--- config.mk ---
export PLATFORM = sky130hd
export DESIGN_NAME = sfm_status_flags
export DESIGN_NICKNAME = d
export VERILOG_FILES = /design/src/sfm_pkg.sv /design/src/sfm_shift_engine.sv /design/src/sfm_status_flags.sv
export SDC_FILE = /design/constraint.sdc
export NUM_CORES = 1
export LEC_CHECK = 0
export BUFFER_PORTS_ARGS = -buffer_cell sky130_fd_sc_hd__buf_2
export CORE_ASPECT_RATIO = 0.5
export CORE_MARGIN = 2
export CORE_UTILIZATION = 28
export DETAILED_ROUTE_END_ITERATION = 10
export GPL_ROUTABILITY_DRIVEN = 0
export PLACE_DENSITY_LB_ADDON = 0.2
export SLEW_MARGIN = 10
export SYNTH_ARGS = -nofsm -noshare
export SYNTH_HDL_FRONTEND = slang
export SYNTH_SLANG_ARGS = --single-unit
export TNS_END_PERCENT = 10
--- constraint.sdc ---
create_clock -name aclk -period 2.6 [get_ports aclk]
set_clock_uncertainty 0.2 [all_clocks]
set_input_delay 0.26 -clock aclk [delete_from_list [all_inputs] [get_ports aclk]]
set_output_delay 0.26 -clock aclk [all_outputs]
set_load 0.05 [all_outputs]
--- src/sfm_pkg.sv ---
package sfm_pkg;

	// ------------------------------------------------------------
	// register map (byte addresses)
	// ------------------------------------------------------------
	localparam int ADDR_W = 8;
	localparam logic [ADDR_W-1:0] OFF_CTRL = 8'h00;           // enable, inter_transfer_delay
	localparam logic [ADDR_W-1:0] OFF_TX_DATA = 8'h04;        // transmit holding word
	localparam logic [ADDR_W-1:0] OFF_RX_HOLDING = 8'h08;     // rx_holding_reg
	localparam logic [ADDR_W-1:0] OFF_SERIAL_STATUS = 8'h0C;  // serial_status_reg
	localparam logic [ADDR_W-1:0] OFF_IRQ_STATUS = 8'h10;     // sticky events, read clears
	localparam logic [ADDR_W-1:0] OFF_IRQ_MASK = 8'h14;       // same layout as events

	// ------------------------------------------------------------
	// field positions and reset values
	// ------------------------------------------------------------
	localparam int CTRL_EN_BIT = 0;
	localparam int CTRL_DLY_LSB = 8;
	localparam int DLY_W = 8;
	localparam int FLAGS_W = 4;
	localparam logic [DLY_W-1:0] DLY_RESET = 8'h00;
	localparam logic [FLAGS_W-1:0] MASK_RESET = 4'h0;

	// ------------------------------------------------------------
	// bus answers
	// ------------------------------------------------------------
	localparam logic [1:0] RESP_OKAY = 2'h0;
	localparam logic [1:0] RESP_SLVERR = 2'h2;

	// ------------------------------------------------------------
	// timing
	// ------------------------------------------------------------
	localparam int CLK_PERIOD_NS = 4;
	localparam int SCK_HALF_NS = 64;
	// least time, rounded up to whole cycles
	localparam int SCK_HALF_CYC = (SCK_HALF_NS + CLK_PERIOD_NS - 1) / CLK_PERIOD_NS;
	localparam int DLY_UNIT_CYC = 32;  // clocks per step of inter_transfer_delay

	// ------------------------------------------------------------
	// types
	// ------------------------------------------------------------
	typedef struct packed {
		logic rx_overrun_flag;
		logic transfer_done_flag;
		logic tx_holding_empty;
		logic rx_holding_full;
	} sfm_flags_type;

	typedef struct packed {
		logic [DLY_W-1:0] inter_transfer_delay;
		logic enable;
	} sfm_ctrl_type;

	typedef enum logic [1:0] {
		ST_IDLE = 2'b00,
		ST_SHIFT = 2'b01,
		ST_GAP = 2'b10
	} sfm_state_type;

endpackage

--- src/sfm_shift_engine.sv ---
`timescale 1ns/1ps
module sfm_shift_engine import sfm_pkg::*; #(
	parameter int WIDTH = 8,
	parameter int HALF_CYC = SCK_HALF_CYC
) (
	// clock and reset
	input wire logic aclk,
	input wire logic aresetn,
	// word side
	input wire logic start,
	input wire logic [WIDTH-1:0] tx_word,
	output logic busy,
	output logic done,
	output logic [WIDTH-1:0] rx_word,
	// serial pins
	output logic sck,
	output logic mosi,
	output logic cs_n,
	input wire logic miso_sync
);

	logic [15:0] half_cnt;       // clocks within one half period
	logic [7:0] bit_cnt;         // bits already finished
	logic [WIDTH-1:0] shreg;     // outgoing bits high, incoming bits low
	logic half_end;
	logic last_bit;

	assign half_end = (half_cnt == 16'(HALF_CYC - 1));
	assign last_bit = (bit_cnt == 8'(WIDTH - 1));

	// ------------------------------------------------------------
	// shifter: mode 0, msb first
	// ------------------------------------------------------------
	always_ff @(posedge aclk) begin
		if (!aresetn) begin
			busy <= 1'b0;
			done <= 1'b0;
			rx_word <= '0;
			sck <= 1'b0;
			mosi <= 1'b0;
			cs_n <= 1'b1;
			half_cnt <= 16'h0000;
			bit_cnt <= 8'h00;
			shreg <= '0;
		end else begin
			done <= 1'b0;
			if (!busy) begin
				// load word and present first bit
				if (start) begin
					busy <= 1'b1;
					shreg <= tx_word;
					mosi <= tx_word[WIDTH-1];
					cs_n <= 1'b0;
					half_cnt <= 16'h0000;
					bit_cnt <= 8'h00;
				end
			end else if (half_end) begin
				half_cnt <= 16'h0000;
				sck <= !sck;
				if (!sck) begin
					// rising edge: sample input while output bit stands
					shreg <= {shreg[WIDTH-2:0], miso_sync};
				end else if (last_bit) begin
					// falling edge after last bit: word complete
					busy <= 1'b0;
					done <= 1'b1;
					cs_n <= 1'b1;
					rx_word <= shreg;
				end else begin
					// falling edge: next outgoing bit
					bit_cnt <= bit_cnt + 8'h01;
					mosi <= shreg[WIDTH-1];
				end
			end else begin
				half_cnt <= half_cnt + 16'h0001;
			end
		end
	end
endmodule

--- src/sfm_status_flags.sv ---
`timescale 1ns/1ps
// What this block does
// - done flag rises after last transfer and delay
// - enabling sets holding-empty and done flags
// - received word moved in sets full
// - reading receive holding register clears full
// - unread word overwritten sets overrun flag
// - new words still load during overrun
// - status register read clears overrun flag
module sfm_status_flags import sfm_pkg::*; #(
	parameter int WIDTH = 8,
	parameter int DLY_UNIT = DLY_UNIT_CYC
) (
	// clock and reset
	input wire logic aclk,
	input wire logic aresetn,
	// axi4-lite write address
	input wire logic awvalid,
	output logic awready,
	input wire logic [ADDR_W-1:0] awaddr,
	input wire logic [2:0] awprot,
	// axi4-lite write data
	input wire logic wvalid,
	output logic wready,
	input wire logic [31:0] wdata,
	input wire logic [3:0] wstrb,
	// axi4-lite write response
	output logic bvalid,
	input wire logic bready,
	output logic [1:0] bresp,
	// axi4-lite read address
	input wire logic arvalid,
	output logic arready,
	input wire logic [ADDR_W-1:0] araddr,
	input wire logic [2:0] arprot,
	// axi4-lite read data
	output logic rvalid,
	input wire logic rready,
	output logic [31:0] rdata,
	output logic [1:0] rresp,
	// serial link
	output logic sck,
	output logic mosi,
	output logic cs_n,
	input wire logic miso,
	// interrupt
	output logic irq
);

	// ------------------------------------------------------------
	// declarations
	// ------------------------------------------------------------
	logic aw_got;                      // write address held
	logic w_got;                       // write data held
	logic [ADDR_W-1:0] w_addr;         // held write address
	logic [31:0] w_data;               // held write data
	logic [3:0] w_strb;                // held byte enables
	logic [31:0] wmerge;               // control word after byte merge
	logic [31:0] ctrl_word;            // control register as a bus word
	logic [31:0] rd_word;              // selected read value
	logic rd_hit;                      // read address is mapped
	logic wr_hit;                      // write address is mapped
	logic wr_fire;                     // write performed this cycle
	logic ar_fire;                     // read taken this cycle
	logic wr_ctrl, wr_tx, wr_mask;     // write decode
	logic rd_rx, rd_stat, rd_irq;      // read decode with side effects
	sfm_ctrl_type ctrl;                // enable and delay
	sfm_flags_type serial_status_reg;  // live flags
	sfm_flags_type irq_events;         // sticky events
	sfm_flags_type irq_mask;           // event gates
	sfm_flags_type evt_set;            // events of this cycle
	logic [WIDTH-1:0] tx_hold;         // transmit holding word
	logic [WIDTH-1:0] rx_holding_reg;  // receive holding word
	logic en_q;                        // enable one cycle ago
	logic enable_rise;                 // interface just enabled
	logic miso_meta, miso_sync;        // input synchroniser
	sfm_state_type state, next_state;  // transfer sequencer
	logic [15:0] gap_cnt;              // inter-transfer delay countdown
	logic pending;                     // word waiting in holding register
	logic start;                       // move holding word into shifter
	logic eng_busy, eng_done;          // shifter status
	logic [WIDTH-1:0] eng_rx;          // word from shifter
	logic finish;                      // last transfer and delay complete
	logic ovr_set;                     // overrun this cycle
	logic [15:0] gap_load;             // delay in clocks

	// ------------------------------------------------------------
	// bus decode
	// ------------------------------------------------------------
	assign awready = !aw_got && !bvalid;
	assign wready = !w_got && !bvalid;
	assign arready = !rvalid;
	assign wr_fire = aw_got && w_got && !bvalid;
	assign ar_fire = arvalid && arready;
	assign wr_ctrl = wr_fire && (w_addr == OFF_CTRL);
	assign wr_tx = wr_fire && (w_addr == OFF_TX_DATA) && w_strb[0];
	assign wr_mask = wr_fire && (w_addr == OFF_IRQ_MASK) && w_strb[0];
	assign wr_hit = (w_addr == OFF_CTRL) || (w_addr == OFF_TX_DATA) || (w_addr == OFF_IRQ_MASK);
	assign rd_rx = ar_fire && (araddr == OFF_RX_HOLDING);
	assign rd_stat = ar_fire && (araddr == OFF_SERIAL_STATUS);
	assign rd_irq = ar_fire && (araddr == OFF_IRQ_STATUS);
	assign ctrl_word = (32'(ctrl.enable) << CTRL_EN_BIT) | (32'(ctrl.inter_transfer_delay) << CTRL_DLY_LSB);
	assign rd_hit = (araddr == OFF_CTRL) || (araddr == OFF_TX_DATA) || (araddr == OFF_RX_HOLDING)
		|| (araddr == OFF_SERIAL_STATUS) || (araddr == OFF_IRQ_STATUS) || (araddr == OFF_IRQ_MASK);

	// byte lanes of the control word
	for (genvar i = 0; i < 4; i++) begin : g_merge
		assign wmerge[8*i +: 8] = w_strb[i] ? w_data[8*i +: 8] : ctrl_word[8*i +: 8];
	end

	// read value select; transmit word reads back
	assign rd_word = (araddr == OFF_CTRL) ? ctrl_word :
		(araddr == OFF_TX_DATA) ? 32'(tx_hold) :
		(araddr == OFF_RX_HOLDING) ? 32'(rx_holding_reg) :
		(araddr == OFF_SERIAL_STATUS) ? 32'(serial_status_reg) :
		(araddr == OFF_IRQ_STATUS) ? 32'(irq_events) :
		(araddr == OFF_IRQ_MASK) ? 32'(irq_mask) : 32'h0000_0000;

	// ------------------------------------------------------------
	// write channel: address and data in either order
	// ------------------------------------------------------------
	always_ff @(posedge aclk) begin
		if (!aresetn) begin
			aw_got <= 1'b0;
			w_got <= 1'b0;
			w_addr <= '0;
			w_data <= 32'h0000_0000;
			w_strb <= 4'h0;
			bvalid <= 1'b0;
			bresp <= RESP_OKAY;
		end else begin
			// capture address
			if (awvalid && awready) begin
				aw_got <= 1'b1;
				w_addr <= awaddr;
			end
			// capture data
			if (wvalid && wready) begin
				w_got <= 1'b1;
				w_data <= wdata;
				w_strb <= wstrb;
			end
			// answer once both are held
			if (wr_fire) begin
				aw_got <= 1'b0;
				w_got <= 1'b0;
				bvalid <= 1'b1;
				bresp <= wr_hit ? RESP_OKAY : RESP_SLVERR;
			end else if (bready) begin
				bvalid <= 1'b0;
			end
		end
	end

	// ------------------------------------------------------------
	// read channel
	// ------------------------------------------------------------
	always_ff @(posedge aclk) begin
		if (!aresetn) begin
			rvalid <= 1'b0;
			rdata <= 32'h0000_0000;
			rresp <= RESP_OKAY;
		end else if (ar_fire) begin
			rvalid <= 1'b1;
			rdata <= rd_word;
			rresp <= rd_hit ? RESP_OKAY : RESP_SLVERR;
		end else if (rready) begin
			rvalid <= 1'b0;
		end
	end

	// ------------------------------------------------------------
	// software registers and input synchroniser
	// ------------------------------------------------------------
	always_ff @(posedge aclk) begin
		if (!aresetn) begin
			ctrl <= '{inter_transfer_delay: DLY_RESET, enable: 1'b0};
			irq_mask <= MASK_RESET;
			tx_hold <= '0;
			en_q <= 1'b0;
			miso_meta <= 1'b0;
			miso_sync <= 1'b0;
		end else begin
			if (wr_ctrl) begin
				ctrl.enable <= wmerge[CTRL_EN_BIT];
				ctrl.inter_transfer_delay <= wmerge[CTRL_DLY_LSB +: DLY_W];
			end
			if (wr_mask) begin
				irq_mask <= w_data[FLAGS_W-1:0];
			end
			if (wr_tx) begin
				tx_hold <= w_data[WIDTH-1:0];
			end
			en_q <= ctrl.enable;
			miso_meta <= miso;
			miso_sync <= miso_meta;
		end
	end

	assign enable_rise = ctrl.enable && !en_q;

	// ------------------------------------------------------------
	// transfer sequencer
	// ------------------------------------------------------------
	// a word written while disabled is dropped on enable, never shifted
	assign pending = ctrl.enable && !enable_rise && !serial_status_reg.tx_holding_empty;
	assign gap_load = 16'(ctrl.inter_transfer_delay) * 16'(DLY_UNIT);

	always_comb begin
		next_state = state;
		start = 1'b0;
		finish = 1'b0;
		case (state)
			ST_IDLE: begin
				// first word waits only for a holding register filled while enabled
				if (pending) begin
					start = 1'b1;
					next_state = ST_SHIFT;
				end
			end
			ST_SHIFT: begin
				if (eng_done) begin
					if (ctrl.inter_transfer_delay != DLY_RESET) begin
						next_state = ST_GAP;
					end else if (pending) begin
						start = 1'b1;
					end else begin
						finish = 1'b1;
						next_state = ST_IDLE;
					end
				end
			end
			ST_GAP: begin
				// done only after the delay has run out
				if (gap_cnt == 16'h0000) begin
					if (pending) begin
						start = 1'b1;
						next_state = ST_SHIFT;
					end else begin
						finish = 1'b1;
						next_state = ST_IDLE;
					end
				end
			end
			default: begin
				next_state = ST_IDLE;
			end
		endcase
	end

	// state and delay count
	always_ff @(posedge aclk) begin
		if (!aresetn) begin
			state <= ST_IDLE;
			gap_cnt <= 16'h0000;
		end else begin
			state <= next_state;
			if (state == ST_SHIFT && eng_done) begin
				gap_cnt <= gap_load - 16'h0001;
			end else if (gap_cnt != 16'h0000) begin
				gap_cnt <= gap_cnt - 16'h0001;
			end
		end
	end

	// ------------------------------------------------------------
	// flags; hardware set wins over a clear in the same cycle, except a transmit write, which wins over the holding-empty set
	// ------------------------------------------------------------
	assign ovr_set = eng_done && serial_status_reg.rx_holding_full && !rd_rx;

	always_ff @(posedge aclk) begin
		if (!aresetn) begin
			serial_status_reg <= '0;
			rx_holding_reg <= '0;
		end else begin
			// holding register empty
			if (wr_tx) begin
				serial_status_reg.tx_holding_empty <= 1'b0;
			end else if (start || enable_rise) begin
				serial_status_reg.tx_holding_empty <= 1'b1;
			end
			// end of transfer; clock may be stopped once high
			if (finish || enable_rise) begin
				serial_status_reg.transfer_done_flag <= 1'b1;
			end else if (start) begin
				serial_status_reg.transfer_done_flag <= 1'b0;
			end
			// received word lands even during overrun
			if (eng_done) begin
				rx_holding_reg <= eng_rx;
				serial_status_reg.rx_holding_full <= 1'b1;
			end else if (rd_rx) begin
				serial_status_reg.rx_holding_full <= 1'b0;
			end
			// overrun until status read
			if (ovr_set) begin
				serial_status_reg.rx_overrun_flag <= 1'b1;
			end else if (rd_stat) begin
				serial_status_reg.rx_overrun_flag <= 1'b0;
			end
		end
	end

	// ------------------------------------------------------------
	// interrupt events: read of event register clears
	// ------------------------------------------------------------
	assign evt_set = '{rx_overrun_flag: ovr_set, transfer_done_flag: finish,
		tx_holding_empty: start, rx_holding_full: eng_done};
	assign irq = |(irq_events & irq_mask);

	always_ff @(posedge aclk) begin
		if (!aresetn) begin
			irq_events <= '0;
		end else begin
			irq_events <= (rd_irq ? sfm_flags_type'('0) : irq_events) | evt_set;
		end
	end

	// ------------------------------------------------------------
	// shifter
	// ------------------------------------------------------------
	sfm_shift_engine #(
		.WIDTH(WIDTH),
		.HALF_CYC(SCK_HALF_CYC)
	) u_engine (
		.aclk(aclk),
		.aresetn(aresetn),
		.start(start),
		.tx_word(tx_hold),
		.busy(eng_busy),
		.done(eng_done),
		.rx_word(eng_rx),
		.sck(sck),
		.mosi(mosi),
		.cs_n(cs_n),
		.miso_sync(miso_sync)
	);
endmodule

# Yosys cells after proc, flatten, opt, wreduce, memory -nomap -nowiden
# Index checks and enable logic that the tools add are counted.
dict set report totals {
  register_bits 169
  out_inout_bits 45
}
dict set report classes {
  addsub 4
  n_eq_ne 20
  n_mux 67
  n_bitwise 4
  reduce_logical 62
}
# operator n
set ops {}
lappend ops {{$mux W16} 6}
lappend ops {{$mux W8} 12}
lappend ops {{$mux W1} 35}
lappend ops {{$eq A8 B3 Y1 const B} 3}
lappend ops {{$eq A8 B5 Y1 const B} 3}
lappend ops {{$logic_and A1 B1 Y1} 21}
lappend ops {{$reduce_and A4 Y1} 5}
lappend ops {{$add A16 B1 Y16 const B} 1}
lappend ops {{$eq A16 B4 Y1 const B} 1}
lappend ops {{$eq A8 B4 Y1 const B} 2}
lappend ops {{$logic_not A16 Y1} 1}
lappend ops {{$logic_not A8 Y1} 2}
lappend ops {{$mux W4} 4}
lappend ops {{$or A1 B16 Y16} 1}
lappend ops {{$reduce_bool A16 Y1} 1}
lappend ops {{$sub A16 B1 Y16 const B} 1}
lappend ops {{$mux W2} 7}
lappend ops {{$ne A2 B2 Y1 const B} 7}
lappend ops {{$reduce_bool A2 Y1} 7}
lappend ops {{$sub A13 B1 Y14 const B} 1}
lappend ops {{$logic_not A1 Y1} 9}
lappend ops {{$logic_or A1 B1 Y1} 9}
lappend ops {{$add A8 B1 Y8 const B} 1}
lappend ops {{$reduce_bool A8 Y1} 1}
lappend ops {{other kinds (15)} 16}

# Longest topological paths before layout
dict set report logic_depth {
  depth_word 11
  mapped_depth 8
  ltp_nobuf 7
}

# Hierarchy
# From an unflattened synthesis, not the netlist that was laid out.
dict set report hier_totals {
  hier_cells 801
  area_unflattened_um2 7044.3
}
# module n_inst cells_per_inst area_each_um2 seq_area_each_um2
set by_module_without_submodules {}
lappend by_module_without_submodules {sfm_status_flags 1 560 4902.2 2122.0}
lappend by_module_without_submodules {sfm_shift_engine 1 241 2142.1 900.9}

# Worst setup path before layout
# Ideal clock, no wire load.
dict set report synth_path {
  path_type {flip-flop to flip-flop}
  from {register ctrl[1] (netlist bit)}
  to {register u_engine.half_cnt[9]}
  t_arrival_ps 2282
  slack_ps 4
  path_stages_with_launch 9
  path_buffers 1
  synth_period_minus_slack_ps 2596
  path_cell_list {dfxtp_1 inv_1 ha_1 or3b_2 or3_1 a311o_1 buf_6 a22o_1 a21o_1}
}
dict set report synth_via {
  elab_chain_len 5
}
# item line_no
set synth_lines {}
lappend synth_lines {{start: declaration} sfm_status_flags.sv:67} ;# sfm_ctrl_type ctrl;
lappend synth_lines {{start signal: assignment} sfm_status_flags.sv:177} ;# ctrl <= '{inter_transfer_delay: DLY_RESET, enable: 1'b0};
lappend synth_lines {{$reduce_bool A8 Y1} sfm_status_flags.sv:223} ;# if (ctrl.inter_transfer_delay != DLY_RESET) begin
lappend synth_lines {{$mux W1} sfm_status_flags.sv:223}
lappend synth_lines {{$mux W1} sfm_status_flags.sv:222} ;# if (eng_done) begin
lappend synth_lines {{$pmux W1 S3} sfm_status_flags.sv:213} ;# case (state)
lappend synth_lines {{$reduce_bool A2 Y1 (no line)} -}
lappend synth_lines {{end signal: assignment} sfm_shift_engine.sv:75} ;# half_cnt <= half_cnt + 16'h0001;
lappend synth_lines {{end: declaration} sfm_shift_engine.sv:22} ;# logic [15:0] half_cnt;
# Every way passes these cells.
# A chain may end at the register's enable or synchronous reset.

# Worst setup path in the final report
dict set report layout_path {
  from {register ctrl[1] (netlist bit)}
  to {register u_engine.half_cnt[12]}
}
# Same word-level chain as after synthesis.

==> results by group <==
Layout
  • FF+latch area: 3020 um2
  • P&R area growth vs syn: 23.8%
  • Antenna cells: 0
  • Most common library cell in the layout ignoring fill and taps: dfxtp_1
  • Commonest cells after routing, fill and taps aside: dfxtp_1 (151), nand2_1 (129), nor2_1 (79)
  • Area of combinational cells with multiple inputs: roughly 3600 um2
  • Share of post-route cells with drive strength above 1: roughly 16%
  • Layout Nets: just under 1000
  • Filler cell count in the final layout: around 2500

CTS
  • Clock Sinks: approximately 150
  • Clock tree from TritonCTS: done
  • Clock insertion delay at the later pin of the skew report: 420 ps
  • Clock buffer count from CTS: 17
  • Clock tree root driver cell: clkbuf_16
  • Setup fix buffers added after clock tree synthesis: 0
  • H-tree Lvls: 4
  • CTS clk-pin slew, worst paths: 60 ps
  • Clk buf depth: 2

Synthesis
  • Mapped Area: 6870 um2
  • Dominant combinational cell family by area after synthesis: simple AND/OR/NAND/NOR gates
  • Count of flip-flops with a built-in enable after synthesis: 0
  • Cell taking the most area after synthesis: dfxtp_1
  • Simple-gate area share of the yosys netlist: between 20% and 30%
  • Top FF cell, synth: dfxtp_1
  • Share of the synthesized area in compound gates (AO/OA/AOI/OAI): 11.9%
  • Synth warn: 0
  • Xor-xnor portion of the synthesized cell area: 3.70%
  • Async set or reset register ratio after synthesis: 0%
  • Count of different cell masters after synthesis: 59
  • Post-synthesis average cell area: 8.49 um2
  • Share of cell area taken by muxes after synthesis: under 10%
  • Post-synthesis adder-cell area fraction: about 1.8%
  • Cell count after synthesis: around 810
  • Post-synthesis sequential element count: roughly 150
  • Sequential-to-total area share from yosys stat: 44.0%
  • Proportion of netlist area held by the largest area contributor: approximately 44%
  • Top cells by area in the synthesized netlist: dfxtp_1 (44%), mux2i_1 (7.9%), nand2_1 (7.1%)

Setup path
  • Worst Setup Start Kind: register
  • Data required, critical path: between 2000 and 3000 ps
  • Classification of the worst setup path: register to register
  • Data arrival, critical path: between 2000 and 3000 ps
  • Kind of end point of the critical path: register
  • Maximum net fanout on the critical path: 15

Global routing
  • Largest net degree at the start of global routing: a little over 90
  • Global Route met1 Usage: around a fifth
  • Tot GR Track Use: 14.1%
  • Global Route met2 Usage: a little under a quarter
  • Number of antenna violations at the first check in global routing: 0
  • Vias in the first global route: around 5600
  • Remaining Overflow, GRT: 0
  • Fraction of met3 tracks used by global routing: between 2 and 3%
  • Global-route wire length before repair: 28700 um
  • Busiest grt layer: met2

Power
  • Power Density: slightly below 700 nW/um2
  • Total chip power: 5.77 mW
  • Fraction of power consumed by the clock network: approximately two fifths
  • Combinational group share of total power: between 10% and 20%
  • Portion of total power attributed to sequential cells: a little over two fifths
  • Cell internal pwr: 4.17 mW
  • Net switching power: between 1.5 and 2 mW
  • Static leakage power: between 3 and 4 nW
  • Peak supply drop: a little under 0.4 mV
  • Switching share of total power: between 20% and 30%

Die
  • Horizontal die dimension: approximately 230 um
  • Die span in y: ~110 um
  • Top Ports: roughly 110
  • Total Die Area: about 26000 um2
  • Floorplan row count: 40
  • Effective utilization at floorplan: between 20% and 30%
  • CORE AREA: ~24000 um2

Timing
  • PnR worst setup slack: 98.3 ps
  • Aggregate negative setup slack: 0 ps
  • Worst relative slew slack: 25.7%
  • Fmax: around 400 MHz
  • Total of endpoints with negative setup slack in the final report: 0
  • Final Hold Viols: 0
  • Transition time at the pin with the least slew margin: between 1000 and 1500 ps
  • Hold WS: 19.2 ps
  • Final critical-path share of the clock period: a little under 100%
  • Unrepaired setup endpoints after global routing: false
  • Final-report max-slew violation count: 0
  • Time the worst path needs with I/O delays and setup: between 2000 and 3000 ps

Route
  • Routed wire per std cell: 14.1 um
  • First-pass DRT Iterations: 5
  • Number of remaining DRC errors: 0
  • Number of DRC violations after detailed-routing iteration 0: between 300 and 400
  • Final antenna-violating net count: 0
  • Post-detailed-route via-to-cell ratio: between 4 and 5
  • Post-detailed-routing wire length: 17500 um
  • Via count: a little under 6000

Placed design
  • Pre-CTS setup slack: -85.1 ps
  • Buffers on Ports: a little under 70
  • Detail Placement HPWL: roughly 12000 um

Flow run
  • Max cap viols: 0

Worst hold path
  • Type of the worst min-delay path: input pin to register

Status
  • Run status: finished, final reports clean
metrics by stage:
stage	util [%]	cell area [um2]	instances
after CTS	35.3	8470	1239
final	35.4	8500	1239
after floorplan	-	6930	826
after global routing	35.4	8500	1239
after global placement	31.6	7600	1177
after detailed placement	31.6	7600	1177
power by group through the flow:
stage | clock [mW] | sequential [mW] | combinational, mW
after global placement | 0 | 2.56 | 0.936
after detailed placement | 0 | 2.57 | 0.941
after floorplan | 0 | 2.56 | 0.712
final | 2.27 | 2.52 | 0.982
after global routing | 2.43 | 2.53 | 1.10
after CTS | 2.34 | 2.52 | 0.987
synthesized netlist by cell type (18+ instances only):
cell type  number
mux2i_1        54
buf_4          18
o21ai_0        21
nor2_1         79
nor3_1         18
nand2_1       129
clkbuf_1       39
inv_1          18
nand3_1        28
a21oi_1        55
dfxtp_1       151
logic make-up after synthesis:
group,count (synthesis)
compound gates,132
xor+xnor,29
fa+ha+maj,10
buf+inv,82
flops,151
mux,62
other cells,1
simple gates,342
cell type report:
type                    count  share of cell area [%]
flip-flops and latches    151                    35.6
clock inverters             8                   0.913
well taps                 315                    4.64
inverters                  18                   0.795
multi-input cells         593                    42.0
clock buffers              22                    5.34
repair buffers            132                    10.7
path summary, 6_finish.rpt:
check	startpoint	to	slack (ps)	cells after the start
setup reg to reg	ctrl[1]	u_engine.half_cnt[12]	100	9
hold / removal	aresetn	u_engine.bit_cnt[2]	20	3
setup / recovery	ctrl[1]	u_engine.half_cnt[12]	100	9
hold reg to reg	miso_meta	miso_sync	240	1
critical path: stages (launching register included):
cell and delay, ps:
dfxtp_1 310, inv_1 70, ha_1 130, or3b_4 380
or3_4 380, a311o_1 310, buf_12 170, buf_4 170
a2bb2oi_1 170, mux2i_1 90
layer usage:
layer / vias to the layer above / routed length, um
li1: 2979 / -
met1: 2739 / 8830
met2: 64 / 7980
met3: 10 / 512
met4: 0 / 139
met5: - / 0
timing repair:
item / in CTS / in global routing
gates resized for setup: 3 / 5
setup endpoints to repair: 24 / 9
hold buffers: 32 / 0
endpoints found under the hold margin: 30 / 0
pin swaps: 1 / 1
(Power assumes the default switching activity.)
